--- config.mk ---
export PLATFORM = sky130hd
export DESIGN_NAME = link_dev_end_flat
export DESIGN_NICKNAME = d
export VERILOG_FILES = /design/src/link_ctrl_pkg.sv /design/src/link_cfg_if.sv /design/src/pin_sync.sv /design/src/link_dev_end.sv /design/src/flat_wrapper.sv
export VERILOG_INCLUDE_DIRS = /design/src /design/src/src
export SDC_FILE = /design/constraint.sdc
export NUM_CORES = 1
export LEC_CHECK = 0
export BUFFER_PORTS_ARGS = -buffer_cell sky130_fd_sc_hd__buf_2
export CAP_MARGIN = 20
export CORE_MARGIN = 2
export CORE_UTILIZATION = 55
export DETAILED_ROUTE_END_ITERATION = 12
export GPL_TIMING_DRIVEN = 1
export PLACE_DENSITY = 0.87
export SKIP_CTS_REPAIR_TIMING = 1
export SLEW_MARGIN = 40
export SYNTH_ARGS = -nofsm -noshare
export SYNTH_HDL_FRONTEND = slang
export SYNTH_SLANG_ARGS = --single-unit
--- constraint.sdc ---
create_clock -name core_clk -period 2.7 [get_ports core_clk]
set_clock_uncertainty 0.15 [all_clocks]
set_input_delay 0.27 -clock core_clk [delete_from_list [all_inputs] [get_ports core_clk]]
set_output_delay 0.27 -clock core_clk [all_outputs]
set_load 0.02 [all_outputs]
--- src/link_ctrl_cfg.svh ---
// Offsets, field positions, reset values and timing counts
`ifndef LINK_CTRL_CFG_SVH
`define LINK_CTRL_CFG_SVH
// Device configuration port
`define CFG_ADDR_W          12
`define TS_CTRL_OFS         12'h160
`define LINK_EN_OFS         12'h200
`define OUT_MODE_OFS        12'h201
`define MF_LEN_OFS          12'h202
`define TS_CTRL_RST         8'h00
`define LINK_EN_RST         8'h01
`define OUT_MODE_RST        8'h00
`define MF_LEN_RST          8'h1f
`define EN_BIT              0
`define MODE_MSB            5
`define MODE_64B_FIRST      6'h20
`define KSCALE_64B          9'h100
// Sample path
`define CONV_W              12
`define SAMPLE_W            16
`define FRAME_DIV           4
// Controller registers on AHB-Lite
`define HOST_CMD_OFS        2'h0
`define HOST_STAT_OFS       2'h1
`define HOST_CTRL_OFS       2'h2
`define CMD_WR_BIT          31
`define CMD_DATA_LSB        16
`define STAT_BUSY_BIT       0
`define STAT_REFUSED_BIT    1
`define STAT_RDATA_LSB      8
`define CTRL_CAL_BIT        0
`define CTRL_TSRX_BIT       1
`endif

--- src/link_ctrl_pkg.sv ---
// Types shared by both ends of the configuration link
`include "link_ctrl_cfg.svh"
package link_ctrl_pkg;
    typedef logic [`CFG_ADDR_W-1:0] cfgAddr_t;
    typedef logic [7:0]             cfgByte_t;
    typedef logic [`CONV_W-1:0]     convSample_t;
    typedef logic [`SAMPLE_W-1:0]   txSample_t;
endpackage : link_ctrl_pkg

--- src/link_cfg_if.sv ---
// Configuration port between controller and converter link
interface link_cfg_if;
    import link_ctrl_pkg::*;
    logic     cfgReq;
    logic     cfgWrite;
    cfgAddr_t cfgAddr;
    cfgByte_t cfgWdata;
    logic     cfgAck;
    cfgByte_t cfgRdata;
    logic     calEnable;
    logic     timestampRxEnable;

    modport device (
        input  cfgReq, cfgWrite, cfgAddr, cfgWdata, calEnable,
        input  timestampRxEnable,
        output cfgAck, cfgRdata
    );
    modport host (
        output cfgReq, cfgWrite, cfgAddr, cfgWdata, calEnable,
        output timestampRxEnable,
        input  cfgAck, cfgRdata
    );
endinterface : link_cfg_if

--- src/pin_sync.sv ---
// Two-flop synchroniser for asynchronous pin levels
module pin_sync #(
    parameter int W = 1
) (
    // Clock and reset
    input  wire logic         core_clk,
    input  wire logic         resetn,
    // Levels
    input  wire logic [W-1:0] pinIn,
    output logic      [W-1:0] pinOut
);
    typedef struct packed {
        logic [W-1:0] meta;
        logic [W-1:0] stable;
    } syncState_t;

    syncState_t cur;
    syncState_t next_cur;

    always_comb begin
        next_cur        = cur;
        next_cur.meta   = pinIn;
        next_cur.stable = cur.meta;
    end

    always_ff @(posedge core_clk) begin
        if (!resetn) begin
            cur <= '0;
        end else begin
            cur <= next_cur;
        end
    end

    assign pinOut = cur.stable;
endmodule : pin_sync

--- src/link_dev_end.sv ---
// Converter end: link config registers, timestamp LSB and frame counter
// What the document requires of this link
// Timestamp bit rides in every sample LSB
// Timestamp latency equals sample latency
// Software enables timestamp receiver with insertion
// Wide field keeps converter sample intact
// Lane alignment always advertises zero control bits
// Software writes reserved bits as reset value; controller end passes OUT_MODE_OFS bits 7:6 as written
// Link enable bit, resets to one
// Software disables link before other changes
// Disabled link: reset, serializers off, clocks gated
// Disabled link: frame counter reset, SYSREF ignored
// Software enables calibration before link
// Software disables link before calibration
// Six-bit output mode field, bits 7:6 reserved
// Mode changes only with link and calibration off
// Multiframe length register, reset 0x1f
// Frames per multiframe programmed minus one
// 64B/66B modes derive K from mode
// Registers reset, reads return last write
module link_dev_end
    import link_ctrl_pkg::*;
#(
    parameter int FRAME_DIV = `FRAME_DIV
) (
    // Clock and reset
    input  wire logic        core_clk,
    input  wire logic        resetn,
    // Configuration port
    link_cfg_if.device       cfg,
    // Converter samples, same clock
    input  wire convSample_t sampleIn,
    input  wire logic        sampleValid,
    // Asynchronous pins
    input  wire logic        timestampPin,
    input  wire logic        sysrefPin,
    // Serial side
    output txSample_t        txSample,
    output logic             txValid,
    output logic             laneResetN,
    output logic             serializerPowerDown,
    output logic             linkClkEnable,
    output logic [7:0]       multiframeCount,
    output logic             multiframeStart,
    output logic [7:0]       effectiveKMinus1,
    output logic [7:0]       ilaControlBits
);
    localparam int PAD_W = `SAMPLE_W - `CONV_W;

    typedef struct packed {
        cfgByte_t    tsCtrl;
        cfgByte_t    linkEn;
        cfgByte_t    outMode;
        cfgByte_t    kMinus1;
        logic        ack;
        cfgByte_t    rdata;
        convSample_t sampD1;
        convSample_t sampD2;
        logic        validD1;
        logic        validD2;
        txSample_t   txSample;
        logic        txValid;
        logic        laneResetN;
        logic        serPd;
        logic        clkEn;
        logic [7:0]  divCnt;
        logic [7:0]  mfCnt;
        logic        mfStart;
        logic        sysrefPrev;
        logic [7:0]  effK;
        logic [7:0]  ilaCs;
    } devState_t;

    devState_t cur;
    devState_t next_cur;
    logic      tsSync;
    logic      sysrefSync;

    // Effective K-1: register in 8B/10B, 256*E/F-1 in 64B/66B (E=1)
    function automatic logic [7:0] kEffMinus1(input cfgByte_t mode,
                                              input cfgByte_t km1);
        logic [8:0] k;
        k = 9'h0;
        if (mode[`MODE_MSB:0] >= `MODE_64B_FIRST) begin
            k = `KSCALE_64B >> mode[1:0];
            return 8'(k - 9'h1);
        end
        return km1;
    endfunction : kEffMinus1

    function automatic cfgByte_t readReg(input devState_t s,
                                         input cfgAddr_t a);
        case (a)
            `TS_CTRL_OFS:  return s.tsCtrl;
            `LINK_EN_OFS:  return s.linkEn;
            `OUT_MODE_OFS: return s.outMode;
            `MF_LEN_OFS:   return s.kMinus1;
            default:       return 8'h00;
        endcase
    endfunction : readReg

    // Timestamp and SYSREF are both pins: same two-flop delay
    pin_sync #(
        .W (2)
    ) pin_sync_inst (
        .core_clk (core_clk),
        .resetn   (resetn),
        .pinIn    ({timestampPin, sysrefPin}),
        .pinOut   ({tsSync, sysrefSync})
    );

    always_comb begin
        logic enabled;
        logic tsBit;
        enabled  = cur.linkEn[`EN_BIT];
        tsBit    = 1'b0;
        next_cur = cur;

        // Configuration access, answered one cycle after the request
        next_cur.ack = cfg.cfgReq;
        if (cfg.cfgReq) begin
            next_cur.rdata = readReg(cur, cfg.cfgAddr);
            if (cfg.cfgWrite) begin
                case (cfg.cfgAddr)
                    `TS_CTRL_OFS:  next_cur.tsCtrl  = cfg.cfgWdata;
                    `LINK_EN_OFS:  next_cur.linkEn  = cfg.cfgWdata;
                    `OUT_MODE_OFS: next_cur.outMode = cfg.cfgWdata;
                    `MF_LEN_OFS:   next_cur.kMinus1 = cfg.cfgWdata;
                    default:       next_cur.rdata   = 8'h00;
                endcase
            end
        end

        // Samples delayed to match the pin synchroniser
        next_cur.sampD1  = sampleIn;
        next_cur.sampD2  = cur.sampD1;
        next_cur.validD1 = sampleValid;
        next_cur.validD2 = cur.validD1;

        // Receiver gated by its own enable, as software is asked to set
        if (cur.tsCtrl[`EN_BIT] && cfg.timestampRxEnable) begin
            tsBit = tsSync;
        end

        next_cur.laneResetN = enabled;
        next_cur.serPd      = !enabled;
        next_cur.clkEn      = enabled;
        next_cur.effK       = kEffMinus1(cur.outMode, cur.kMinus1);
        next_cur.ilaCs      = 8'h00;
        next_cur.mfStart    = 1'b0;
        next_cur.sysrefPrev = sysrefSync;

        if (!enabled) begin
            next_cur.txSample = '0;
            next_cur.txValid  = 1'b0;
            next_cur.divCnt   = 8'h00;
            next_cur.mfCnt    = 8'h00;
        end else begin
            next_cur.txValid = cur.validD2;
            if (cur.validD2) begin
                // Sample in the upper bits, marker in the field LSB
                next_cur.txSample = {cur.sampD2, PAD_W'(0)};
                if (cur.tsCtrl[`EN_BIT]) begin
                    next_cur.txSample[0] = tsBit;
                end
            end
            if (sysrefSync && !cur.sysrefPrev) begin
                // Realign only while enabled
                next_cur.divCnt  = 8'h00;
                next_cur.mfCnt   = 8'h00;
                next_cur.mfStart = 1'b1;
            end else if (cur.divCnt == 8'(FRAME_DIV - 1)) begin
                next_cur.divCnt = 8'h00;
                if (cur.mfCnt >= cur.effK) begin
                    next_cur.mfCnt   = 8'h00;
                    next_cur.mfStart = 1'b1;
                end else begin
                    next_cur.mfCnt = cur.mfCnt + 8'h01;
                end
            end else begin
                next_cur.divCnt = cur.divCnt + 8'h01;
            end
        end
    end

    always_ff @(posedge core_clk) begin
        if (!resetn) begin
            cur            <= '0;
            cur.tsCtrl     <= `TS_CTRL_RST;
            cur.linkEn     <= `LINK_EN_RST;
            cur.outMode    <= `OUT_MODE_RST;
            cur.kMinus1    <= `MF_LEN_RST;
            cur.laneResetN <= 1'b1;
            cur.clkEn      <= 1'b1;
            cur.effK       <= `MF_LEN_RST;
        end else begin
            cur <= next_cur;
        end
    end

    assign cfg.cfgAck          = cur.ack;
    assign cfg.cfgRdata        = cur.rdata;
    assign txSample            = cur.txSample;
    assign txValid             = cur.txValid;
    assign laneResetN          = cur.laneResetN;
    assign serializerPowerDown = cur.serPd;
    assign linkClkEnable       = cur.clkEn;
    assign multiframeCount     = cur.mfCnt;
    assign multiframeStart     = cur.mfStart;
    assign effectiveKMinus1    = cur.effK;
    assign ilaControlBits      = cur.ilaCs;
endmodule : link_dev_end

--- src/flat_wrapper.sv ---
// flat-port wrapper written by rule: the top's interface ports become plain ports
module link_dev_end_flat import link_ctrl_pkg::*;
#(
    parameter int FRAME_DIV = `FRAME_DIV
)
  (core_clk, resetn, sampleIn, sampleValid, timestampPin, sysrefPin, txSample, txValid, laneResetN, serializerPowerDown, linkClkEnable, multiframeCount, multiframeStart, effectiveKMinus1, ilaControlBits, cfg_cfgReq, cfg_cfgWrite, cfg_cfgAddr, cfg_cfgWdata, cfg_calEnable, cfg_timestampRxEnable, cfg_cfgAck, cfg_cfgRdata);
  link_cfg_if cfg_i ();
  input  wire logic core_clk;
  input  wire logic resetn;
  input  wire convSample_t sampleIn;
  input  wire logic sampleValid;
  input  wire logic timestampPin;
  input  wire logic sysrefPin;
  output txSample_t txSample;
  output logic txValid;
  output logic laneResetN;
  output logic serializerPowerDown;
  output logic linkClkEnable;
  output logic [7:0] multiframeCount;
  output logic multiframeStart;
  output logic [7:0] effectiveKMinus1;
  output logic [7:0] ilaControlBits;
  input wire logic [$bits(cfg_i.cfgReq)-1:0] cfg_cfgReq;
  input wire logic [$bits(cfg_i.cfgWrite)-1:0] cfg_cfgWrite;
  input wire logic [$bits(cfg_i.cfgAddr)-1:0] cfg_cfgAddr;
  input wire logic [$bits(cfg_i.cfgWdata)-1:0] cfg_cfgWdata;
  input wire logic [$bits(cfg_i.calEnable)-1:0] cfg_calEnable;
  input wire logic [$bits(cfg_i.timestampRxEnable)-1:0] cfg_timestampRxEnable;
  output wire logic [$bits(cfg_i.cfgAck)-1:0] cfg_cfgAck;
  output wire logic [$bits(cfg_i.cfgRdata)-1:0] cfg_cfgRdata;
  assign cfg_i.cfgReq = cfg_cfgReq;
  assign cfg_i.cfgWrite = cfg_cfgWrite;
  assign cfg_i.cfgAddr = cfg_cfgAddr;
  assign cfg_i.cfgWdata = cfg_cfgWdata;
  assign cfg_i.calEnable = cfg_calEnable;
  assign cfg_i.timestampRxEnable = cfg_timestampRxEnable;
  assign cfg_cfgAck = cfg_i.cfgAck;
  assign cfg_cfgRdata = cfg_i.cfgRdata;
  link_dev_end #(.FRAME_DIV(FRAME_DIV)) u_core (.core_clk(core_clk), .resetn(resetn), .cfg(cfg_i), .sampleIn(sampleIn), .sampleValid(sampleValid), .timestampPin(timestampPin), .sysrefPin(sysrefPin), .txSample(txSample), .txValid(txValid), .laneResetN(laneResetN), .serializerPowerDown(serializerPowerDown), .linkClkEnable(linkClkEnable), .multiframeCount(multiframeCount), .multiframeStart(multiframeStart), .effectiveKMinus1(effectiveKMinus1), .ilaControlBits(ilaControlBits));
endmodule
# After elaboration in Yosys (flattened, before gate mapping)
# Index checks and enable logic that the tools add are counted.
totals:
  regBits: 113
  inputBits: 41
  wordCells: 59
classes:
  order_cmp: 2
  shift: 1
  add_sub_neg: 3
  bitwise: 2
  n_reduce_logical: 12
  eq_ne: 5
  mux: 13
op_table:
  columns: ["operator", "n"]
  rows:
  - ["$mux W8", 6]
  - ["$eq A12 B10 Y1 const B", 3]
  - ["$pmux W8 S4", 1]
  - ["$mux W17", 1]
  - ["$add A8 B1 Y8 const B", 2]
  - ["$eq A12 B9 Y1 const B", 1]
  - ["$reduce_and A3 Y1", 4]
  - ["$mux W9", 1]
  - ["$shr A9 B2 Y8 const A", 1]
  - ["$eq A8 B2 Y1 const B", 1]
  - ["$ge A8 B8 Y1", 1]
  - ["$reduce_or A4 Y1", 2]
  - ["$sub A8 B1 Y8 const B", 1]
  - ["$ge A6 B6 Y1 const B", 1]
  - ["$mux W1", 4]
  - ["$reduce_or A3 Y1", 1]
  - ["$logic_and A1 B1 Y1", 2]
  - ["$logic_not A1 Y1", 2]
  - ["$not A1 Y1", 2]
  - ["$reduce_and A2 Y1", 1]

# Logic depth before layout (Yosys ltp)
depth:
  word_depth: 4
  depth_mapped: 8
  mapped_depth_nobuf: 7

# Hierarchy
# A second synthesis with hierarchy kept.
unflattened:
  cells_unflattened: 496
  hier_area_um2: 4818.4
modules_own_cells:
  columns: ["module", "area_per_inst_um2", "cells_per_inst", "n_inst"]
  rows:
  - ["link_dev_end", 4698.3, 486, 1]
  - ["pin_sync", 120.1, 10, 1]

# Worst setup path after synthesis
# OpenSTA, ideal clock, no wires.
synth_path:
  path_type: "register to register"
  startpoint: "register u_core.cur (netlist bit u_core.multiframeCount[3])"
  endpoint: "register u_core.cur (netlist bit u_core.multiframeCount[5])"
  path_buffers: 1
  arrival_time_ns: 1.605
  required_ns: 2.427
  synth_period_minus_slack_ns: 1.878
  stages_incl_launch_ff: 8
  slack_ns: 0.822
  setup_time_ns: 0.123
  path_cell_list: "dfxtp_1 > ha_1 > o21a_1 > o21ai_1 > a221o_1 > clkbuf_1 > a31oi_1 > nor2_1"
synth_between:
  elab_chain_len: 2
  word_cells_on_any_way: 3
  cone_classes: "1 x add/sub; 1 x order compare; 1 x mux"
synth_rtl:
  columns: ["item", "line_no", "rtl"]
  rows:
  - ["from (decl)", "link_dev_end.sv:74", "devState_t cur;"]
  - ["from (signal assigned)", "link_dev_end.sv:197", "cur <= next_cur;"]
  - ["$add A8 B1 Y8 or $ge A8 B8 Y1 (tied branches)", "link_dev_end.sv:178, link_dev_end.sv:174", null]
  - ["$mux W8 (*)", "link_dev_end.sv:174", "if (cur.mfCnt >= cur.effK) begin"]
# Every way passes the cells marked *; elsewhere a longest branch is shown, timed or not.
# A chain may end at the register's enable or synchronous reset.

# Worst setup path after layout
layout_path:
  startpoint: "register u_core.cur (netlist bit u_core.multiframeCount[2])"
  endpoint: "register u_core.cur (netlist bit u_core.multiframeCount[7])"
# The elaborated chain is that of the path after synthesis.

==> load_flow_metrics.sql <==
INSERT INTO impl_metrics (metric_group, metric, value, unit) VALUES
('outcome', 'status', 'completed', ''),
('synth', 'yosys_register_bits', '113', ''),
('clocking', 'cts_made_buffers', '17', ''),
('placement', 'dp_cells', '606', ''),
('floorplan', 'die-area', '9419', 'sq um'),
('power_and_ir_drop', 'p_leak', '2.505', 'nW'),
('timing', 'post-route-period-util', '0.7963', ''),
('route', 'finalWirelength', '10060', 'um'),
('synth', 'synth_cell_types', '45', ''),
('global_routing', 'grt_overflow_total', '0', ''),
('timing', 'fmax', '465.1', 'MHz'),
('synth', 'post-synth-top-area-cell', 'sky130_fd_sc_hd__dfxtp_1', ''),
('power_and_ir_drop', 'power.density', '704.2', 'nW/um^2'),
('synth', 'post_synth_instance_area', '4762', 'sq um'),
('synth', 'synth_async_sr_flop_share', '0', ''),
('global_routing', 'grt_first_pass_wirelength', '15780', 'um'),
('power_and_ir_drop', 'max-vdd-ir-drop', '0.5379', 'mV'),
('route', 'post-route-drc-count', '0', ''),
('synth', 'sequential_fraction_of_the_synthesis_area', '0.4750', ''),
('floorplan', 'fp.dieH', '97.05', 'um'),
('synth', 'yosysWarningCount', '0', ''),
('global_routing', 'groute.usage.overall', '0.2066', ''),
('placement', 'last_weighted_congestion_value_of_the_routability_driven_placer', '0.8061', ''),
('timing', 'slew_violations', '0', ''),
('synth', 'synthFlopType', 'sky130_fd_sc_hd__dfxtp_1', ''),
('timing', 'layout_min_cycle_time', '2.150', 'ns'),
('clocking', 'clk_pin_slew_worst_paths', '0.06', 'ns'),
('setup_path', 'critical_path_class', 'flop to flop', ''),
('synth', 'synth_area_leaders', 'sky130_fd_sc_hd__dfxtp_1 48%, sky130_fd_sc_hd__mux2i_1 9.7%, sky130_fd_sc_hd__buf_4 7.7%', ''),
('finish', 'drive_above_1_share', '0.2321', ''),
('clocking', 'clock-root-buffer', 'sky130_fd_sc_hd__clkbuf_8', ''),
('timing', 'finalSetupViolations', '0', ''),
('synth', 'synth.avg_cell_area', '10.05', 'sq um'),
('setup_path', 'worstSetupStartpointType', 'flop', ''),
('setup_path', 'critPathCaptureType', 'flop', ''),
('setup_path', 'cp.arrival', '2.39', 'ns'),
('finish', 'fill_cells', '592', ''),
('finish', 'layout.cells.most_common_list', '113 x sky130_fd_sc_hd__dfxtp_1, 82 x sky130_fd_sc_hd__buf_2, 46 x sky130_fd_sc_hd__mux2i_1', ''),
('min_path', 'timing.hold.worst.class', 'input port to flop', ''),
('placement', 'place.port_buffers', '82', ''),
('finish', 'diodes_inserted', '0', ''),
('synth', 'synth_edf_count', '0', ''),
('floorplan', 'die_x', '97.05', 'um'),
('global_routing', 'vias_in_the_first_global_route', '3374', ''),
('floorplan', 'boundaryPins', '95', ''),
('timing', 'fin_tns_setup', '0', 'ns'),
('global_routing', 'grt_max_degree', '63', ''),
('floorplan', 'starting_utilization_of_the_core_area', '0.5738', ''),
('global_routing', 'grt_antenna_before_repair', '0', ''),
('route', 'num_vias', '3539', ''),
('route', 'detail-route-antenna-nets', '0', ''),
('timing', 'tightestPinTransition', '0.7845', 'ns'),
('finish', 'most_frequent_standard_cell_in_the_layout_excluding_fill_and_tap_cells', 'sky130_fd_sc_hd__dfxtp_1', ''),
('timing', 'rsz0062_at_grt', 'false', ''),
('floorplan', 'num_rows', '33', ''),
('timing', 'timing.slew.headroom', '0.4763', ''),
('route', 'detail_route.first_pass.iterations', '5', ''),
('clocking', 'tritoncts', 'done', ''),
('finish', 'area_growth_syn_to_layout', '20.91', '%'),
('clocking', 'insertion_delay', '0.51', 'ns'),
('clocking', 'htreeDepth', '4', ''),
('route', 'vias_per_cell', '5.322', ''),
('floorplan', 'design.core.area', '8299', 'sq um'),
('finish', 'post_layout_nonfiller_instances', '665', ''),
('power_and_ir_drop', 'totalPowerFinal', '0.004055', 'W'),
('setup_path', 'data_required_time_of_the_critical_path', '2.94', 'ns'),
('clocking', 'cts.sinks', '113', ''),
('setup_path', 'critical_path_peak_fanout', '9', ''),
('route', 'first_iter_violations', '195', ''),
('placement', 'hpwlAfterDp', '6572', 'um'),
('job', 'max-cap-violations', '0', ''),
('synth', 'area_share_of_the_leading_cell_type_in_the_synthesized_netlist', '0.4750', ''),
('route', 'wl_per_cell', '15.13', 'um'),
('clocking', 'cts_buffer_depth', '2', ''),
('timing', 'finalHoldViolations', '0', ''),
('synth', 'netlist_instances', '474', ''),
('finish', 'design.final.nets', '598', '');
-- Yosys cell counts, types with 4 or more instances --
master and instances:
sky130_fd_sc_hd__clkbuf_1 14, sky130_fd_sc_hd__a22oi_1 17, sky130_fd_sc_hd__xor2_1 4, sky130_fd_sc_hd__inv_1 13
sky130_fd_sc_hd__o21ai_1 5, sky130_fd_sc_hd__a21oi_1 5, sky130_fd_sc_hd__nand2_1 17, sky130_fd_sc_hd__ha_1 10
sky130_fd_sc_hd__mux2i_1 46, sky130_fd_sc_hd__nor2b_1 33, sky130_fd_sc_hd__dfxtp_1 113, sky130_fd_sc_hd__and3_1 8
sky130_fd_sc_hd__and2_1 34, sky130_fd_sc_hd__nand3_1 9, sky130_fd_sc_hd__nor2_1 29, sky130_fd_sc_hd__buf_4 49
sky130_fd_sc_hd__xnor2_1 5, sky130_fd_sc_hd__nand2b_1 7, sky130_fd_sc_hd__a22o_1 8, sky130_fd_sc_hd__o22ai_1 8
sky130_fd_sc_hd__nand4_1 4
-- final timing paths --
path	startpoint	slack (ns)	endpoint	cells past startpoint
max	u_core.multiframeCount[2]	0.55	u_core.multiframeCount[7]	6
min	cfg_cfgAddr[4]	0.12	u_core.cfg.cfgRdata[4]	5
max reg2reg	u_core.multiframeCount[2]	0.55	u_core.multiframeCount[7]	6
min reg2reg	u_core.cur[55]	0.28	u_core.cur[54]	1
-- registers in the layout, indices dropped and copies added (netlist names) --
register / flops
u_core.multiframeStart: 1
u_core.cfg.cfgAck: 1
u_core.effectiveKMinus1: 8
u_core.txValid: 1
u_core.pin_sync_inst.cur: 2
u_core.txSample: 13
u_core.cfg.cfgRdata: 8
u_core.serializerPowerDown: 1
u_core.laneResetN: 1
u_core.pin_sync_inst.pinOut: 2
u_core.cur: 67
u_core.multiframeCount: 8
-- layout make-up --
type	count	area, sq um	area share
Sequential cell	113	2262	0.3929
Multi-Input combinational cell	288	2016	0.3501
Timing Repair Buffer	114	718.2	0.1247
Clock buffer	18	427.9	0.07432
Clock inverter	14	153.9	0.02673
Tap cell	105	131.4	0.02282
Inverter	13	48.80	0.008475
-- metal layers --
| metal | vias up | part of all wire | GRT usage |
|---|---|---|---|
| met5 | - | 0 | 0 |
| met4 | 0 | 0.024 | 0.08126 |
| met3 | 25 | 0.047 | 0.06763 |
| met2 | 128 | 0.52 | 0.3520 |
| met1 | 1692 | 0.41 | 0.2406 |
| li1 | 1694 | - | - |
-- worst max-delay path: stages (launching register included) --
cell and delay, ns:
sky130_fd_sc_hd__dfxtp_1 0.49, sky130_fd_sc_hd__ha_1 0.24, sky130_fd_sc_hd__o21a_1 0.13, sky130_fd_sc_hd__o21ai_1 0.06, sky130_fd_sc_hd__a221o_1 0.49, sky130_fd_sc_hd__a31oi_1 0.39, sky130_fd_sc_hd__nor2_1 0.09
-- metrics by stage --
step                setup WS, ns  area [sq um]  utilization  hold WS, ns
floorplan                 0.8224          4800            -       0.2451
global placement          0.7052          4906       0.5911       0.2638
detailed placement        0.6174          4906       0.5911       0.2677
CTS                       0.6096          5488       0.6612      -0.2033
global route              0.4745          5758       0.6938       0.1104
finish                    0.5499          5758       0.6938       0.1228
-- logic make-up after synthesis --
kind of cell,synth area share
other cells,0.0007875
simple gates,0.1934
xor+xnor,0.01655
buf+inv,0.1096
flops,0.4750
fa+ha+maj,0.02627
mux,0.09669
compound gates,0.08171
-- where the power goes --
group | internal [W] | switching [W]
logic | 0.0000900 | 0.000101
clock network | 0.00135 | 0.000805
registers | 0.00170 | 0.0000145
total | 0.00313 | 0.000920
Power figures use the tool's default switching activity.
